==> src/pkg/sixic_pkg.sv <==
// Constants, carrier structs and state types of the six source interrupt controller
package sixic_pkg;
   localparam int SIXIC_NSRC = 6;
   localparam logic [7:0] SIXIC_ADDR_REQ = 8'hFA;
   localparam logic [7:0] SIXIC_ADDR_MASK = 8'hFB;
   localparam logic [7:0] SIXIC_REQ_RST = 8'h00;
   localparam logic [7:0] SIXIC_MASK_RST = 8'h00;
   localparam int SIXIC_MASTER_BIT = 7;
   localparam logic [7:0] SIXIC_VEC_BASE = 8'h02;
   localparam logic [2:0] SIXIC_ARM_FULL = 3'h7;

   // Register file access from the instruction sequencer
   typedef struct packed {
      logic wr;
      logic rd;
      logic [7:0] addr;
      logic [7:0] wdata;
   } sixic_regbus_t;

   // Interrupt related instruction strobes and acknowledge
   typedef struct packed {
      logic enable_interrupts_instruction;
      logic disable_interrupts_instruction;
      logic return_from_interrupt_instruction;
      logic ack;
   } sixic_core_t;

   typedef struct packed {
      logic [7:0] req;
      logic [7:0] mask;
      logic [7:0] rdata;
      logic pend;
      logic [2:0] lvl;
      logic [7:0] vec;
   } sixic_state_t;

   typedef struct packed {
      logic s1;
      logic s2;
      logic s3;
      logic [2:0] arm;
      logic rise;
      logic fall;
   } sixic_edge_t;
endpackage

==> src/rtl/sixic_edge_sync.sv <==
// Pin synchroniser with rise and fall pulse detection
`timescale 1ns/10ps
module sixic_edge_sync (
   // Clock and reset
   input wire logic clock,
   input wire logic resetn,
   // Asynchronous pin
   input wire logic pin,
   // One-cycle edge pulses
   output logic rise,
   output logic fall
);
   import sixic_pkg::*;

   sixic_edge_t r_reg;
   sixic_edge_t r_next;

   always_comb begin
      r_next = r_reg;
      r_next.s1 = pin;
      r_next.s2 = r_reg.s1;
      r_next.s3 = r_reg.s2;
      r_next.arm = {r_reg.arm[1:0], 1'b1};
      // Edges only count once s3 holds a real pin sample, so reset never fakes one
      r_next.rise = r_reg.arm[2] & r_reg.s2 & ~r_reg.s3;
      r_next.fall = r_reg.arm[2] & ~r_reg.s2 & r_reg.s3;
   end

   always_ff @(posedge clock) begin
      if (!resetn) begin
         r_reg <= '0;
      end else begin
         r_reg <= r_next;
      end
   end

   assign rise = r_reg.rise;
   assign fall = r_reg.fall;
endmodule

==> src/rtl/sixic_top.sv <==
// Six source prioritised interrupt controller with request and mask registers
`timescale 1ns/10ps
module sixic_top (
   // Clock and reset
   input wire logic clock,
   input wire logic resetn,
   // Register file access
   input wire sixic_pkg::sixic_regbus_t regbus,
   output logic [7:0] reg_rdata,
   // Instruction strobes from the core
   input wire sixic_pkg::sixic_core_t core,
   // Sources
   input wire logic [2:0] timer_timeout,
   input wire logic [2:0] timer_irq_enable,
   input wire logic port_b_pin_four,
   input wire logic port_b_pin_two,
   // Towards the core
   output logic irq_pending,
   output logic [2:0] irq_level,
   output logic [7:0] vector_location
);
   import sixic_pkg::*;

   localparam sixic_state_t RST_STATE = '{req: SIXIC_REQ_RST, mask: SIXIC_MASK_RST, rdata: 8'h00,
                                         pend: 1'b0, lvl: 3'h0, vec: SIXIC_VEC_BASE};

   sixic_state_t r_reg;
   sixic_state_t r_next;
   logic b4_rise;
   logic b4_fall;
   logic b2_rise;
   logic b2_fall;
   logic [5:0] hw_set;
   logic wr_req;
   logic wr_mask;
   logic take_ack;

   // Lowest set index wins: index 0 is the highest priority
   function automatic logic [3:0] first_pending(input logic [5:0] v);
      logic [3:0] res;
      res = 4'h0;
      for (int i = SIXIC_NSRC - 1; i >= 0; i--) begin
         if (v[i]) begin
            res = {1'b1, 3'(i)};
         end
      end
      return res;
   endfunction

   sixic_edge_sync u_pin_four (
      .clock(clock),
      .resetn(resetn),
      .pin(port_b_pin_four),
      .rise(b4_rise),
      .fall(b4_fall)
   );

   sixic_edge_sync u_pin_two (
      .clock(clock),
      .resetn(resetn),
      .pin(port_b_pin_two),
      .rise(b2_rise),
      .fall(b2_fall)
   );

   // Timers report only when configured; pin four edges and pin two falls always report, pin two rises are unused
   assign hw_set[0] = timer_timeout[0] & timer_irq_enable[0];
   assign hw_set[1] = b4_fall;
   assign hw_set[2] = timer_timeout[1] & timer_irq_enable[1];
   assign hw_set[3] = b2_fall;
   assign hw_set[4] = b4_rise;
   assign hw_set[5] = timer_timeout[2] & timer_irq_enable[2];

   assign wr_req = regbus.wr && (regbus.addr == SIXIC_ADDR_REQ);
   assign wr_mask = regbus.wr && (regbus.addr == SIXIC_ADDR_MASK);
   assign take_ack = core.ack && r_reg.pend;

   always_comb begin
      logic [3:0] sel;
      sel = 4'h0;
      r_next = r_reg;
      if (take_ack) begin
         r_next.req[r_reg.lvl] = 1'b0;
      end
      // A source event beats the acknowledge clear of the same bit
      r_next.req = r_next.req | {2'b00, hw_set};
      if (wr_req) begin
         r_next.req = regbus.wdata;
      end
      if (wr_mask) begin
         r_next.mask = regbus.wdata;
      end
      if (core.enable_interrupts_instruction || core.return_from_interrupt_instruction) begin
         r_next.mask[SIXIC_MASTER_BIT] = 1'b1;
      end
      // Disable and service entry win, so an interrupted sequence stays closed
      if (core.disable_interrupts_instruction || take_ack) begin
         r_next.mask[SIXIC_MASTER_BIT] = 1'b0;
      end
      sel = first_pending(r_next.req[5:0] & r_next.mask[5:0]);
      r_next.pend = r_next.mask[SIXIC_MASTER_BIT] & sel[3];
      r_next.lvl = sel[2:0];
      r_next.vec = SIXIC_VEC_BASE + {4'h0, sel[2:0], 1'b0};
      r_next.rdata = 8'h00;
      if (regbus.rd && regbus.addr == SIXIC_ADDR_REQ) begin
         r_next.rdata = r_reg.req;
      end else if (regbus.rd && regbus.addr == SIXIC_ADDR_MASK) begin
         r_next.rdata = r_reg.mask;
      end
   end

   always_ff @(posedge clock) begin
      if (!resetn) begin
         r_reg <= RST_STATE;
      end else begin
         r_reg <= r_next;
      end
   end

   assign reg_rdata = r_reg.rdata;
   assign irq_pending = r_reg.pend;
   assign irq_level = r_reg.lvl;
   assign vector_location = r_reg.vec;

   logic [5:0] armed;
   logic [5:0] higher;
   assign armed = r_reg.req[5:0] & r_reg.mask[5:0];
   assign higher = armed & ((6'h01 << r_reg.lvl) - 6'h01);
endmodule

==> config.mk <==
export PLATFORM = sky130hd
export DESIGN_NAME = sixic_top
export DESIGN_NICKNAME = d
export VERILOG_FILES = /design/src/pkg/sixic_pkg.sv /design/src/rtl/sixic_edge_sync.sv /design/src/rtl/sixic_top.sv
export SDC_FILE = /design/constraint.sdc
export NUM_CORES = 1
export LEC_CHECK = 0
export ABC_AREA = 1
export BUFFER_PORTS_ARGS = -buffer_cell sky130_fd_sc_hd__clkbuf_2
export CAP_MARGIN = 20
export CELL_PAD_IN_SITES_DETAIL_PLACEMENT = 1
export CELL_PAD_IN_SITES_GLOBAL_PLACEMENT = 1
export CORE_ASPECT_RATIO = 0.8
export CORE_MARGIN = 4
export CORE_UTILIZATION = 30
export DETAILED_ROUTE_END_ITERATION = 8
export PLACE_DENSITY_LB_ADDON = 0.1
export SYNTH_ARGS = -nofsm -noshare
export SYNTH_HDL_FRONTEND = slang
export SYNTH_SLANG_ARGS = --single-unit
==> constraint.sdc <==
create_clock -name clock -period 2.4 [get_ports clock]
set_clock_uncertainty 0.2 [all_clocks]
set_input_delay 0.36 -clock clock [delete_from_list [all_inputs] [get_ports clock]]
set_output_delay 0.36 -clock clock [all_outputs]
set_load 0.02 [all_outputs]
==> summary.md, run 1 <==
| Metric | Value |
|---|---|
| Status | `complete, no violations` |
| Clk_lat worst skew | `about 0.30 ns` |
| Worst setup EP type | `register` |
| Distinct cell type count after synthesis | `28` |
| Synth Instances | `around 250` |
| Total clock buffers created by CTS | `5` |
| Max Slew Vio Count | `0` |
| Final Net Count | `approximately 320` |
| Yosys warns | `0` |
| Total wire length | `4890 um` |
| Die width | `between 90 and 100 um` |
| FP Rows | `25` |
| Slowest cell on crit path | `or2_1` |
| Area grow syn2layout | `17.6%` |
| Sum of negative setup slack | `0 ns` |
| Adder-Cell Fraction of Synth Area | `0` |
| Post-synthesis mux area share | `0` |
| Vias in the first global route | `between 1500 and 2000` |
| Synth Area in Compound Gates | `0.106` |
| Flop-to-flop setup slack | `~0.51 ns` |
| Root Buffer | `clkbuf_8` |
| Worst hold-check path type | `in -> reg` |
| Average size of a mapped cell | `between 7 and 8 um^2` |
| First-pass GRT wire length | `roughly 8000 um` |
| Setup violations, final | `0` |
| Family with the most delay on the worst path | `simple AND/OR/NAND/NOR gates` |
| Post-synthesis simple-gate area fraction | `0.274` |
| Dpl ws | `~0.16 ns` |
| Die area | `7790 um^2` |
| PostCTS Resize Cnt | `0` |
| Lkg Pwr | `approximately 0.0011 uW` |
| Ant. Diodes | `0` |
| Worst Setup Start Kind | `input pin` |
| Chain of cells forming the critical path | `clkbuf_2 -> inv_1 -> nand2_1 -> nor2_4 -> nand3_2 -> or2_1 -> nand3_2 -> nand2_1 -> inv_2 -> nand2_1 -> nor2_1 -> nand2_1 -> nand2_1` |
| Number of H-tree levels | `2` |
| PnR worst setup slack | `around 0.50 ns` |
| Hold Violations, Final | `0` |
| Setup crit start | `regbus[8]` |
| Clk sink count | `44` |
| Final Util | `0.374` |
| Reg2reg path depth | `12` |
| CP dominant cell by count | `nand2_1` |
| ANT nets after route | `0` |
| Crit Reg-Reg Endpoint | `vector_location[3]$_SDFF_PN0_` |
| CTS tree | `built` |
| EDFF count, synth | `0` |
| Crit Path Max Fanout | `15` |
| Total design power | `1500 uW` |
| Antenna violations before repair | `0` |
| DRT iter0 DRCs | `31` |
| GP Congestion | `roughly 0.74` |
| Drt via density | `4.48` |
| Dpl hpwl | `about 3800 um` |
| Peak supply drop | `204 uV` |
| WP data arrival | `~1.9 ns` |
| Post-synthesis sequential area ratio | `0.457` |
| Ports | `52` |
| Starting density of the core | `0.318` |
| Port-buffer cells | `47` |
| Share of layout cells above drive strength 1 | `0.247` |
| Xor and xnor area share after synthesis | `0` |
| Worst Path Required | `roughly 2.4 ns` |
| CTS clk-pin slew, worst paths | `0.08 ns` |
| Final period util | `0.791` |
| Maximum Capacitance Violations | `0` |
| Maximum clock insertion buffer count | `2` |
| Unrepaired setup endpoints after global routing | `false` |
| PwrDens | `approximately 660 nW/um^2` |
| Hold_buf cts | `0` |
| # DRC | `0` |
| Routed len/inst | `roughly 13 um` |
| Post-CTS Setup Inserts | `0` |
| Vias | `around 1700` |
| Ys async rst share | `0` |
| CP peak stage delay | `0.35 ns` |
| Period minus WS final | `between 1.5 and 2 ns` |
| Flops & latches, synth | `44` |
| Worst path bufs/invs | `3` |
| Achievable Freq | `527 MHz` |
| Crit path to | `vector_location[3]$_SDFF_PN0_` |
| Drt first pass iters | `4` |
| GRT Total Usage | `0.134` |
| Critical Path Stages | `13` |
| Main combinational cell family by area after synthesis | `simple AND/OR/NAND/NOR gates` |
| Pin count of the biggest net entering global routing | `18` |
| Cell Area, Synth | `a little under 2000 um^2` |
| Worst R2R Start | `irq_pending$_SDFF_PN0_` |
| GRT overflow | `0` |
| Max reg flops | `16` |
| Setup CP Type | `in -> reg` |
| Die Span Y | `roughly 80 um` |
| Placeable Area | `slightly above 6000 um^2` |
| Post-synth top flop | `dfxtp_1` |
[stage by stage]
step	instance area [um^2]	hold slack, ns	std cells
floorplan	1940	0.188	257
global placement	2140	0.196	365
detailed placement	2140	0.201	365
CTS	2270	0.0286	372
global route	2270	0.0154	372
finish	2270	0.0358	372
[cells in the mapped netlist, types with 2 or more instances]
master,number,share of area
nand4_1,5,0.016
buf_4,19,0.074
nand2_2,4,0.013
dfxtp_1,44,0.46
nor3_1,2,0.0052
nand3b_1,2,0.0078
inv_1,35,0.068
a32oi_1,6,0.027
nand2_1,58,0.11
nand3_1,11,0.029
o21ai_0,10,0.026
o21ai_2,2,0.0091
inv_2,2,0.0039
nand3_2,3,0.016
clkbuf_1,2,0.0039
nor2_1,25,0.049
a21oi_1,10,0.026
buf_2,2,0.0052
o21a_1,2,0.0078
[worst register-to-register path, cell delays in order (launching register included)]
cell and delay [ns]:
dfxtp_1 0.40, nand2_1 0.09, nor2_1 0.18, nand2_1 0.09
a22oi_1 0.17, nand2_1 0.13, o211ai_2 0.10, nand2_1 0.11
inv_2 0.07, nand2_1 0.04, nor2_1 0.12, nand2_1 0.06
nand2_1 0.06
[cells by family after synthesis]
logic type,count (synthesis)
simple gates,115
buf+inv,61
flops,44
compound gates,32
other cells,1
[cell type report]
cell class                 instances  area [um^2]
fill                             784         3800
clock buffer                       5         68.8
sequential                        44          881
inverter                          37          139
multi-input combinational        152          753
clock inverter                     2         60.1
timing repair buffer              51          265
tap                               81          101
[routing by layer]
layer	up-vias	global-route usage	share of wire
li1	852	-	-
met1	768	0.172	0.47
met2	41	0.212	0.45
met3	6	0.0498	0.070
met4	0	0.0373	0.012
met5	-	0	0
[worst min-delay path by stage]
stage / startpoint / end / slack [ns] / depth (start not counted)
after floorplan: resetn / u_pin_four.r_next[3]$_DFF_P_ / 0.19 / 0
after global placement: u_pin_four.r_next[3]$_DFF_P_ / u_pin_four.r_next[4]$_SDFF_PN0_ / 0.20 / 2
after detailed placement: u_pin_four.r_next[3]$_DFF_P_ / u_pin_four.r_next[4]$_SDFF_PN0_ / 0.20 / 2
after CTS: port_b_pin_two / u_pin_two.r_next[6]$_SDFF_PN0_ / 0.03 / 3
after global routing: port_b_pin_two / u_pin_two.r_next[6]$_SDFF_PN0_ / 0.02 / 3
final: port_b_pin_four / u_pin_four.r_next[6]$_SDFF_PN0_ / 0.04 / 3
[cell usage in the layout (no fill, tap or decap), types with 6 or more instances in the layout]
cell and n:
a32oi_1 6, clkbuf_2 47, nor2_1 25, dfxtp_1 44, inv_1 35, nand3_1 11
nand2_1 58, a21oi_1 10, o21ai_0 10
[where the power goes]
| part | switching, uW | internal (uW) | leakage (uW) | total (uW) |
|---|---|---|---|---|
| clock | 256 | 410 | 0.0000642 | 665 |
| combinational | 56.6 | 34.0 | 0.000719 | 90.6 |
| sequential | 4.74 | 742 | 0.000358 | 747 |
| total | 317 | 1190 | 0.00114 | 1500 |
(Power assumes the default switching activity.)
==> inputs of run 2 (changes only) <==
==> constraint.sdc (replaced) <==
create_clock -name clock -period 1.9 [get_ports clock]
set_clock_uncertainty 0.2 [all_clocks]
set_input_delay 0.285 -clock clock [delete_from_list [all_inputs] [get_ports clock]]
set_output_delay 0.285 -clock clock [all_outputs]
set_load 0.02 [all_outputs]
==> run 2 against run 1 <==
  * Total power rose by 13%
  * Sequential share of layout area fell by 2.0 points
  * Flip-flop and latch count did not move
  * Sequential power rose by 26%
  * Worst hold slack got worse by 0.00076 ns
  * Combinational power rose by 42%
  * Global-route usage rose by 0.24 points
  * Worst setup slack got worse by 0.34 ns
  * Die area did not move
  * Clock-buffer cell count rose by 2
==> summary.md, run 2 (synthesis results as in run 1) <==
| Metric | Value |
|---|---|
| Worst setup EP type | `register (unchanged)` |
| GRT Total Usage | `0.136 (was 0.134)` |
| Commonest cells after routing, fill and taps aside | `nand2_1, clkbuf_2, dfxtp_1 (unchanged)` |
| Unrepaired setup endpoints after global routing | `false (unchanged)` |
| Crit Path Max Fanout | `4 (was 15)` |
| Total wire length | `4980 um (was 4890 um)` |
| Port-buffer cells | `47 (unchanged)` |
| Max Slew Vio Count | `0 (unchanged)` |
| Final period util | `0.916` |
| Placeable Area | `6070 um^2 (unchanged)` |
| Antenna violations before repair | `0 (unchanged)` |
| Maximum clock insertion buffer count | `2 (unchanged)` |
| Status | `complete, no violations (unchanged)` |
| PwrDens | `703 nW/um^2 (was 663 nW/um^2)` |
| Max reg flops | `16 (unchanged)` |
| Die Span Y | `79.7 um (unchanged)` |
| GP Congestion | `0.770 (was 0.742)` |
| Fillers | `766 (was 784)` |
| Dpl ws | `-0.104 ns (was 0.158 ns)` |
| Pin count of the biggest net entering global routing | `17 (was 18)` |
| Area grow syn2layout | `24.9% (was 17.6%)` |
| Hold Violations, Final | `0 (unchanged)` |
| Final Util | `0.397 (was 0.374)` |
| Vias | `1725 (was 1667)` |
| Drt first pass iters | `4 (unchanged)` |
| Total clock buffers created by CTS | `5 (unchanged)` |
| Most common cell after layout, fill and taps aside | `nand2_1 (unchanged)` |
| Number of H-tree levels | `2 (unchanged)` |
| Die width | `97.7 um (unchanged)` |
| WP data arrival | `1.74 ns (was 1.94 ns)` |
| Drt via density | `4.41 (was 4.48)` |
| Seq. cell area | `887 um^2 (was 881 um^2)` |
| Lkg Pwr | `0.00121 uW (was 0.00114 uW)` |
| # DRC | `0 (unchanged)` |
| Worst Setup Start Kind | `register (was input pin)` |
| Achievable Freq | `between 500 and 600 MHz` |
| Die area | `7790 um^2 (unchanged)` |
| Maximum Capacitance Violations | `0 (unchanged)` |
| Dpl hpwl | `4010 um (was 3820 um)` |
| Setup violations, final | `0 (unchanged)` |
| Vias in the first global route | `1820 (was 1596)` |
| Routed len/inst | `12.7 um (was 13.2 um)` |
| Share of layout cells above drive strength 1 | `0.319 (was 0.247)` |
| PnR worst setup slack | `0.159 ns (was 0.501 ns)` |
| Worst hold-check path type | `in -> reg (unchanged)` |
| First-pass GRT wire length | `8340 um (was 7980 um)` |
| Setup CP Type | `reg -> reg (was in -> reg)` |
| Final Net Count | `341 (was 323)` |
| Root Buffer | `clkbuf_8 (unchanged)` |
| Clk_lat worst skew | `0.30 ns (about the same)` |
| CTS clk-pin slew, worst paths | `0.09 ns (was 0.08 ns)` |
| DRT iter0 DRCs | `52 (was 31)` |
| Starting density of the core | `0.318 (unchanged)` |
| Peak supply drop | `285 uV (was 204 uV)` |
| Clk sink count | `44 (unchanged)` |
| Ant. Diodes | `0 (unchanged)` |
| GRT overflow | `0 (unchanged)` |
| Ports | `52 (unchanged)` |
| Post-CTS Setup Inserts | `0 (unchanged)` |
| ANT nets after route | `0 (unchanged)` |
| Flop-to-flop setup slack | `0.16 ns (was 0.51 ns)` |
| Worst Path Required | `1.90 ns (was 2.44 ns)` |
| CTS tree | `built (unchanged)` |
| Period minus WS final | `roughly 1.7 ns` |
| FP Rows | `25 (unchanged)` |
| Multi-input gate area | `783 um^2 (was 753 um^2)` |
run 2: cell types whose count changed in the layout (fill, tap and decap cells not counted), moves of 2 or more:
cell / delta
buf_4: +16
bufinv_16: -2
dfxtp_1: -3
dfxtp_2: +2
dlygate4sd3_1: +2
nand2_1: -2
nand2_2: +2
nor2_1: -3
nor2_2: +2
o21ai_0: -5
o21ai_1: +3
o21ai_2: +2
run 2: final cells by class:
type,instances,area share
clock buffers,7,0.0358
repair buffers,69,0.168
well taps,81,0.0421
clock inverters,1,0.00312
multi-input cells,152,0.325
flip-flops and latches,44,0.368
inverters,37,0.0576
run 2: repair_timing:
action / in CTS / in global routing
hold buffers: 2 / 0
setup endpoints to repair: 2 / 5
endpoints found under the hold margin: 2 / 0
gates resized for setup: 2 / 16
pin swaps: 0 / 6
run 2: path summary, 6_finish.rpt:
| check | cells after the start | to | start |
|---|---|---|---|
| worst min-delay path | 3 | r_reg[26]$_SDFFE_PN0N_ | regbus[6] |
| worst max-delay path | 11 | vector_location[3]$_SDFF_PN0_ | irq_level[0]$_SDFF_PN0_ |
| worst min register to register | 2 | u_pin_four.r_reg[4]$_SDFF_PN0_ | u_pin_four.r_next[4]$_SDFF_PN0_ |
| worst max register to register | 11 | vector_location[3]$_SDFF_PN0_ | irq_level[0]$_SDFF_PN0_ |
run 2: per-layer routing:
metal	vias up	share of wire	wire (um)	GRT usage
met5	-	0	0	0
met4	0	0.0088	44	0.0456
met3	5	0.047	232	0.0358
met2	38	0.47	2330	0.236
met1	797	0.48	2370	0.165
li1	885	-	-	-
run 2: where the power goes:
part / internal (uW) / total, uW / switching, uW
registers: 936 / 943 / 7.08
logic: 54.9 / 129 / 73.9
clock network: 296 / 621 / 325
total: 1290 / 1690 / 406
run 2: through the flow:
stage          total power [uW]  setup TNS, ns  instances  hold slack (ns)  cell area, um^2
2_1_floorplan              1030              0        257            0.113             1940
3_3_place_gp               1090         -0.166        381            0.195             2260
6_report                   1690              0        391           0.0351             2410
5_1_grt                    1780              0        391           0.0387             2410
4_1_cts                    1720              0        391           0.0218             2370
3_5_place_dp               1090         -0.358        381            0.199             2260
run 2: critical path, cell delays in order (launching register included):
cell and delay, ns:
dfxtp_2 0.35, nand3b_1 0.21, o21ai_2 0.17, nand3_1 0.09, o21ai_1 0.13, inv_1 0.06
nand2_1 0.09, nand2_1 0.11, nand2_1 0.10, nor2_2 0.05, nand2_1 0.05, nand2_1 0.04
==> inputs of run 3 (changes only) <==
--- a/config.mk
+++ b/config.mk
@@ -15,6 +15,7 @@
 export CORE_UTILIZATION = 30
 export DETAILED_ROUTE_END_ITERATION = 8
 export PLACE_DENSITY_LB_ADDON = 0.1
+export RECOVER_POWER = 25
 export SYNTH_ARGS = -nofsm -noshare
 export SYNTH_HDL_FRONTEND = slang
 export SYNTH_SLANG_ARGS = --single-unit
==> run 3 against run 2 <==
  * Worst hold slack stayed put
  * First-iteration DRC count stayed put
  * Clock-buffer cell count stayed put
  * Flip-flop and latch count is the same
  * Total power hardly changed
  * Maximum frequency barely moved
  * Via count grew 0.17%
  * Combinational power about the same
  * Cell count did not move
  * Sequential power about the same
  * Worst setup slack barely moved
  * Core utilization down 0.10 points
==> summary.md, run 3 (synthesis results as in run 1) <==
| Metric | Value |
|---|---|
| WHS Endpoint | `r_reg[26]$_SDFFE_PN0N_ (unchanged)` |
| Number of H-tree levels | `2 (unchanged)` |
| Fillers | `766 (unchanged)` |
| Crit Path Max Fanout | `4 (unchanged)` |
| CTS tree | `built (unchanged)` |
| Total clock buffers created by CTS | `5 (unchanged)` |
| DRT iter0 DRCs | `52 (unchanged)` |
| Dpl hpwl | `4010 um (unchanged)` |
| Maximum clock insertion buffer count | `2 (unchanged)` |
| Root Buffer | `clkbuf_8 (unchanged)` |
| Die width | `97.7 um (unchanged)` |
| Post-CTS Setup Inserts | `0 (unchanged)` |
| Max reg flops | `16 (unchanged)` |
| Flop-to-flop setup slack | `0.16 ns (about the same)` |
| FP Rows | `25 (unchanged)` |
| Period minus WS final | `1.74 ns (about the same)` |
| Routed len/inst | `12.7 um (about the same)` |
| Worst R2R Start | `irq_level[0]$_SDFF_PN0_ (unchanged)` |
| Drt via density | `4.42 (was 4.41)` |
| Setup violations, final | `0 (unchanged)` |
| GRT overflow | `0 (unchanged)` |
| Peak supply drop | `285 uV (unchanged)` |
| Min-delay src | `regbus[6] (unchanged)` |
| Ports | `52 (unchanged)` |
| PnR worst setup slack | `0.159 ns (about the same)` |
| Slowest cell on crit path | `dfxtp_2 (unchanged)` |
| Pin count of the biggest net entering global routing | `17 (unchanged)` |
| Reg2reg path depth | `11 (unchanged)` |
| Die area | `7790 um^2 (unchanged)` |
| Final Net Count | `341 (unchanged)` |
| Drt first pass iters | `4 (unchanged)` |
| Final period util | `0.916 (about the same)` |
| GP Congestion | `0.770 (unchanged)` |
| Unrepaired setup endpoints after global routing | `false (unchanged)` |
| Vias | `1728 (was 1725)` |
| PwrDens | `704 nW/um^2 (was 703 nW/um^2)` |
| Worst setup EP type | `register (unchanged)` |
| Max Slew Vio Count | `0 (unchanged)` |
| Crit Reg-Reg Endpoint | `vector_location[3]$_SDFF_PN0_ (unchanged)` |
| Commonest cells after routing, fill and taps aside | `nand2_1, clkbuf_2, dfxtp_1 (unchanged)` |
| ANT nets after route | `0 (unchanged)` |
| GRT Total Usage | `0.136 (unchanged)` |
| Worst Path Required | `1.90 ns (about the same)` |
| Total design power | `1690 uW (about the same)` |
| Most common cell after layout, fill and taps aside | `nand2_1 (unchanged)` |
| Placeable Area | `6070 um^2 (unchanged)` |
| Antenna violations before repair | `0 (unchanged)` |
| Clk sink count | `44 (unchanged)` |
| DP Area | `2260 um^2 (unchanged)` |
| Worst hold-check path type | `in -> reg (unchanged)` |
| Maximum Capacitance Violations | `0 (unchanged)` |
| Sum of negative setup slack | `0 ns (unchanged)` |
| Achievable Freq | `574 MHz (about the same)` |
| Setup CP Type | `reg -> reg (unchanged)` |
| # DRC | `0 (unchanged)` |
| Worst Hold Depth | `3 (unchanged)` |
| Clk_lat worst skew | `0.30 ns (about the same)` |
| Starting density of the core | `0.318 (unchanged)` |
| WP data arrival | `1.74 ns (about the same)` |
| Share of layout cells above drive strength 1 | `0.313 (was 0.319)` |
| CTS clk-pin slew, worst paths | `0.09 ns (about the same)` |
| Ant. Diodes | `0 (unchanged)` |
| Lkg Pwr | `0.00120 uW (was 0.00121 uW)` |
| CP peak stage delay | `0.35 ns (about the same)` |
| Vias in the first global route | `1820 (unchanged)` |
| Area grow syn2layout | `24.6% (was 24.9%)` |
| Dpl ws | `-0.104 ns (unchanged)` |
| Status | `complete, no violations (unchanged)` |
| Multi-input gate area | `778 um^2 (was 783 um^2)` |
| CP dominant cell by count | `nand2_1 (unchanged)` |
| Die Span Y | `79.7 um (unchanged)` |
| Hold Violations, Final | `0 (unchanged)` |
| Final Cell Area | `2400 um^2 (was 2410 um^2)` |
| Seq. cell area | `887 um^2 (unchanged)` |
| Total wire length | `4980 um (about the same)` |
| Chain of cells forming the critical path | `nand3b_1 -> o21ai_2 -> nand3_1 -> o21ai_1 -> inv_1 -> nand2_1 -> nand2_1 -> nand2_1 -> nor2_2 -> nand2_1 -> nand2_1 (unchanged)` |
| Worst Setup Start Kind | `register (unchanged)` |
| First-pass GRT wire length | `8340 um (unchanged)` |
| Port-buffer cells | `47 (unchanged)` |
[run 3: cell counts in the layout (fill, tap and decap cells not counted)]
No cell type changed its count.
[run 3: per-stage QoR]
| stage | util | cells | hold WS, ns |
|---|---|---|---|
| floorplan | - | 257 | 0.113 |
| global placement | 0.372 | 381 | 0.195 |
| detailed placement | 0.372 | 381 | 0.199 |
| CTS | 0.391 | 391 | 0.0218 |
| global route | 0.396 | 391 | 0.0387 |
| finish | 0.396 | 391 | 0.0351 |
[run 3: power breakdown]
group	switching (uW)	internal (uW)	total, uW
sequential	7.08	936	943
clock	325	296	621
combinational	73.6	54.6	128
[run 3: worst max-delay path by stage]
stage,from,end,slack (ns),cells after the start
2_1_floorplan,irq_pending$_SDFF_PN0_,vector_location[2]$_SDFF_PN0_,0.22,11
3_3_place_gp,regbus[10],vector_location[3]$_SDFF_PN0_,-0.07,16
3_5_place_dp,regbus[10],vector_location[3]$_SDFF_PN0_,-0.10,16
4_1_cts,irq_level[0]$_SDFF_PN0_,irq_pending$_SDFF_PN0_,0.009,9
5_1_grt,irq_pending$_SDFF_PN0_,vector_location[3]$_SDFF_PN0_,0.03,12
6_report,irq_level[0]$_SDFF_PN0_,vector_location[3]$_SDFF_PN0_,0.16,11
[run 3: worst max-delay path, delay by kind of cell (launching register included)]
family / cells / cell delay, ns
simple gates: 8 / 0.74
compound gates: 2 / 0.30
flops: 1 / 0.35
buf+inv: 1 / 0.06
[run 3: layout make-up]
| type | count | area share |
|---|---|---|
| inverter | 37 | 0.0578 |
| tap | 81 | 0.0422 |
| sequential | 44 | 0.369 |
| timing repair buffer | 69 | 0.168 |
| clock buffer | 7 | 0.0359 |
| multi-input combinational | 152 | 0.324 |
| clock inverter | 1 | 0.00312 |
[run 3: timing repair]
item                                    CTS  global route
pin swaps                                 0             6
endpoints found under the setup margin    2             5
cloned                                    0             0
endpoints found under the hold margin     2             0
resized for setup                         2            16
hold buffers                              2             0
[run 3: routing by layer]
metal | routed length, um | share of wire | global-route usage
met5 | 0 | 0 | 0
met2 | 2330 | 0.47 | 0.236
met4 | 44 | 0.0088 | 0.0456
met3 | 234 | 0.047 | 0.0358
met1 | 2370 | 0.48 | 0.165
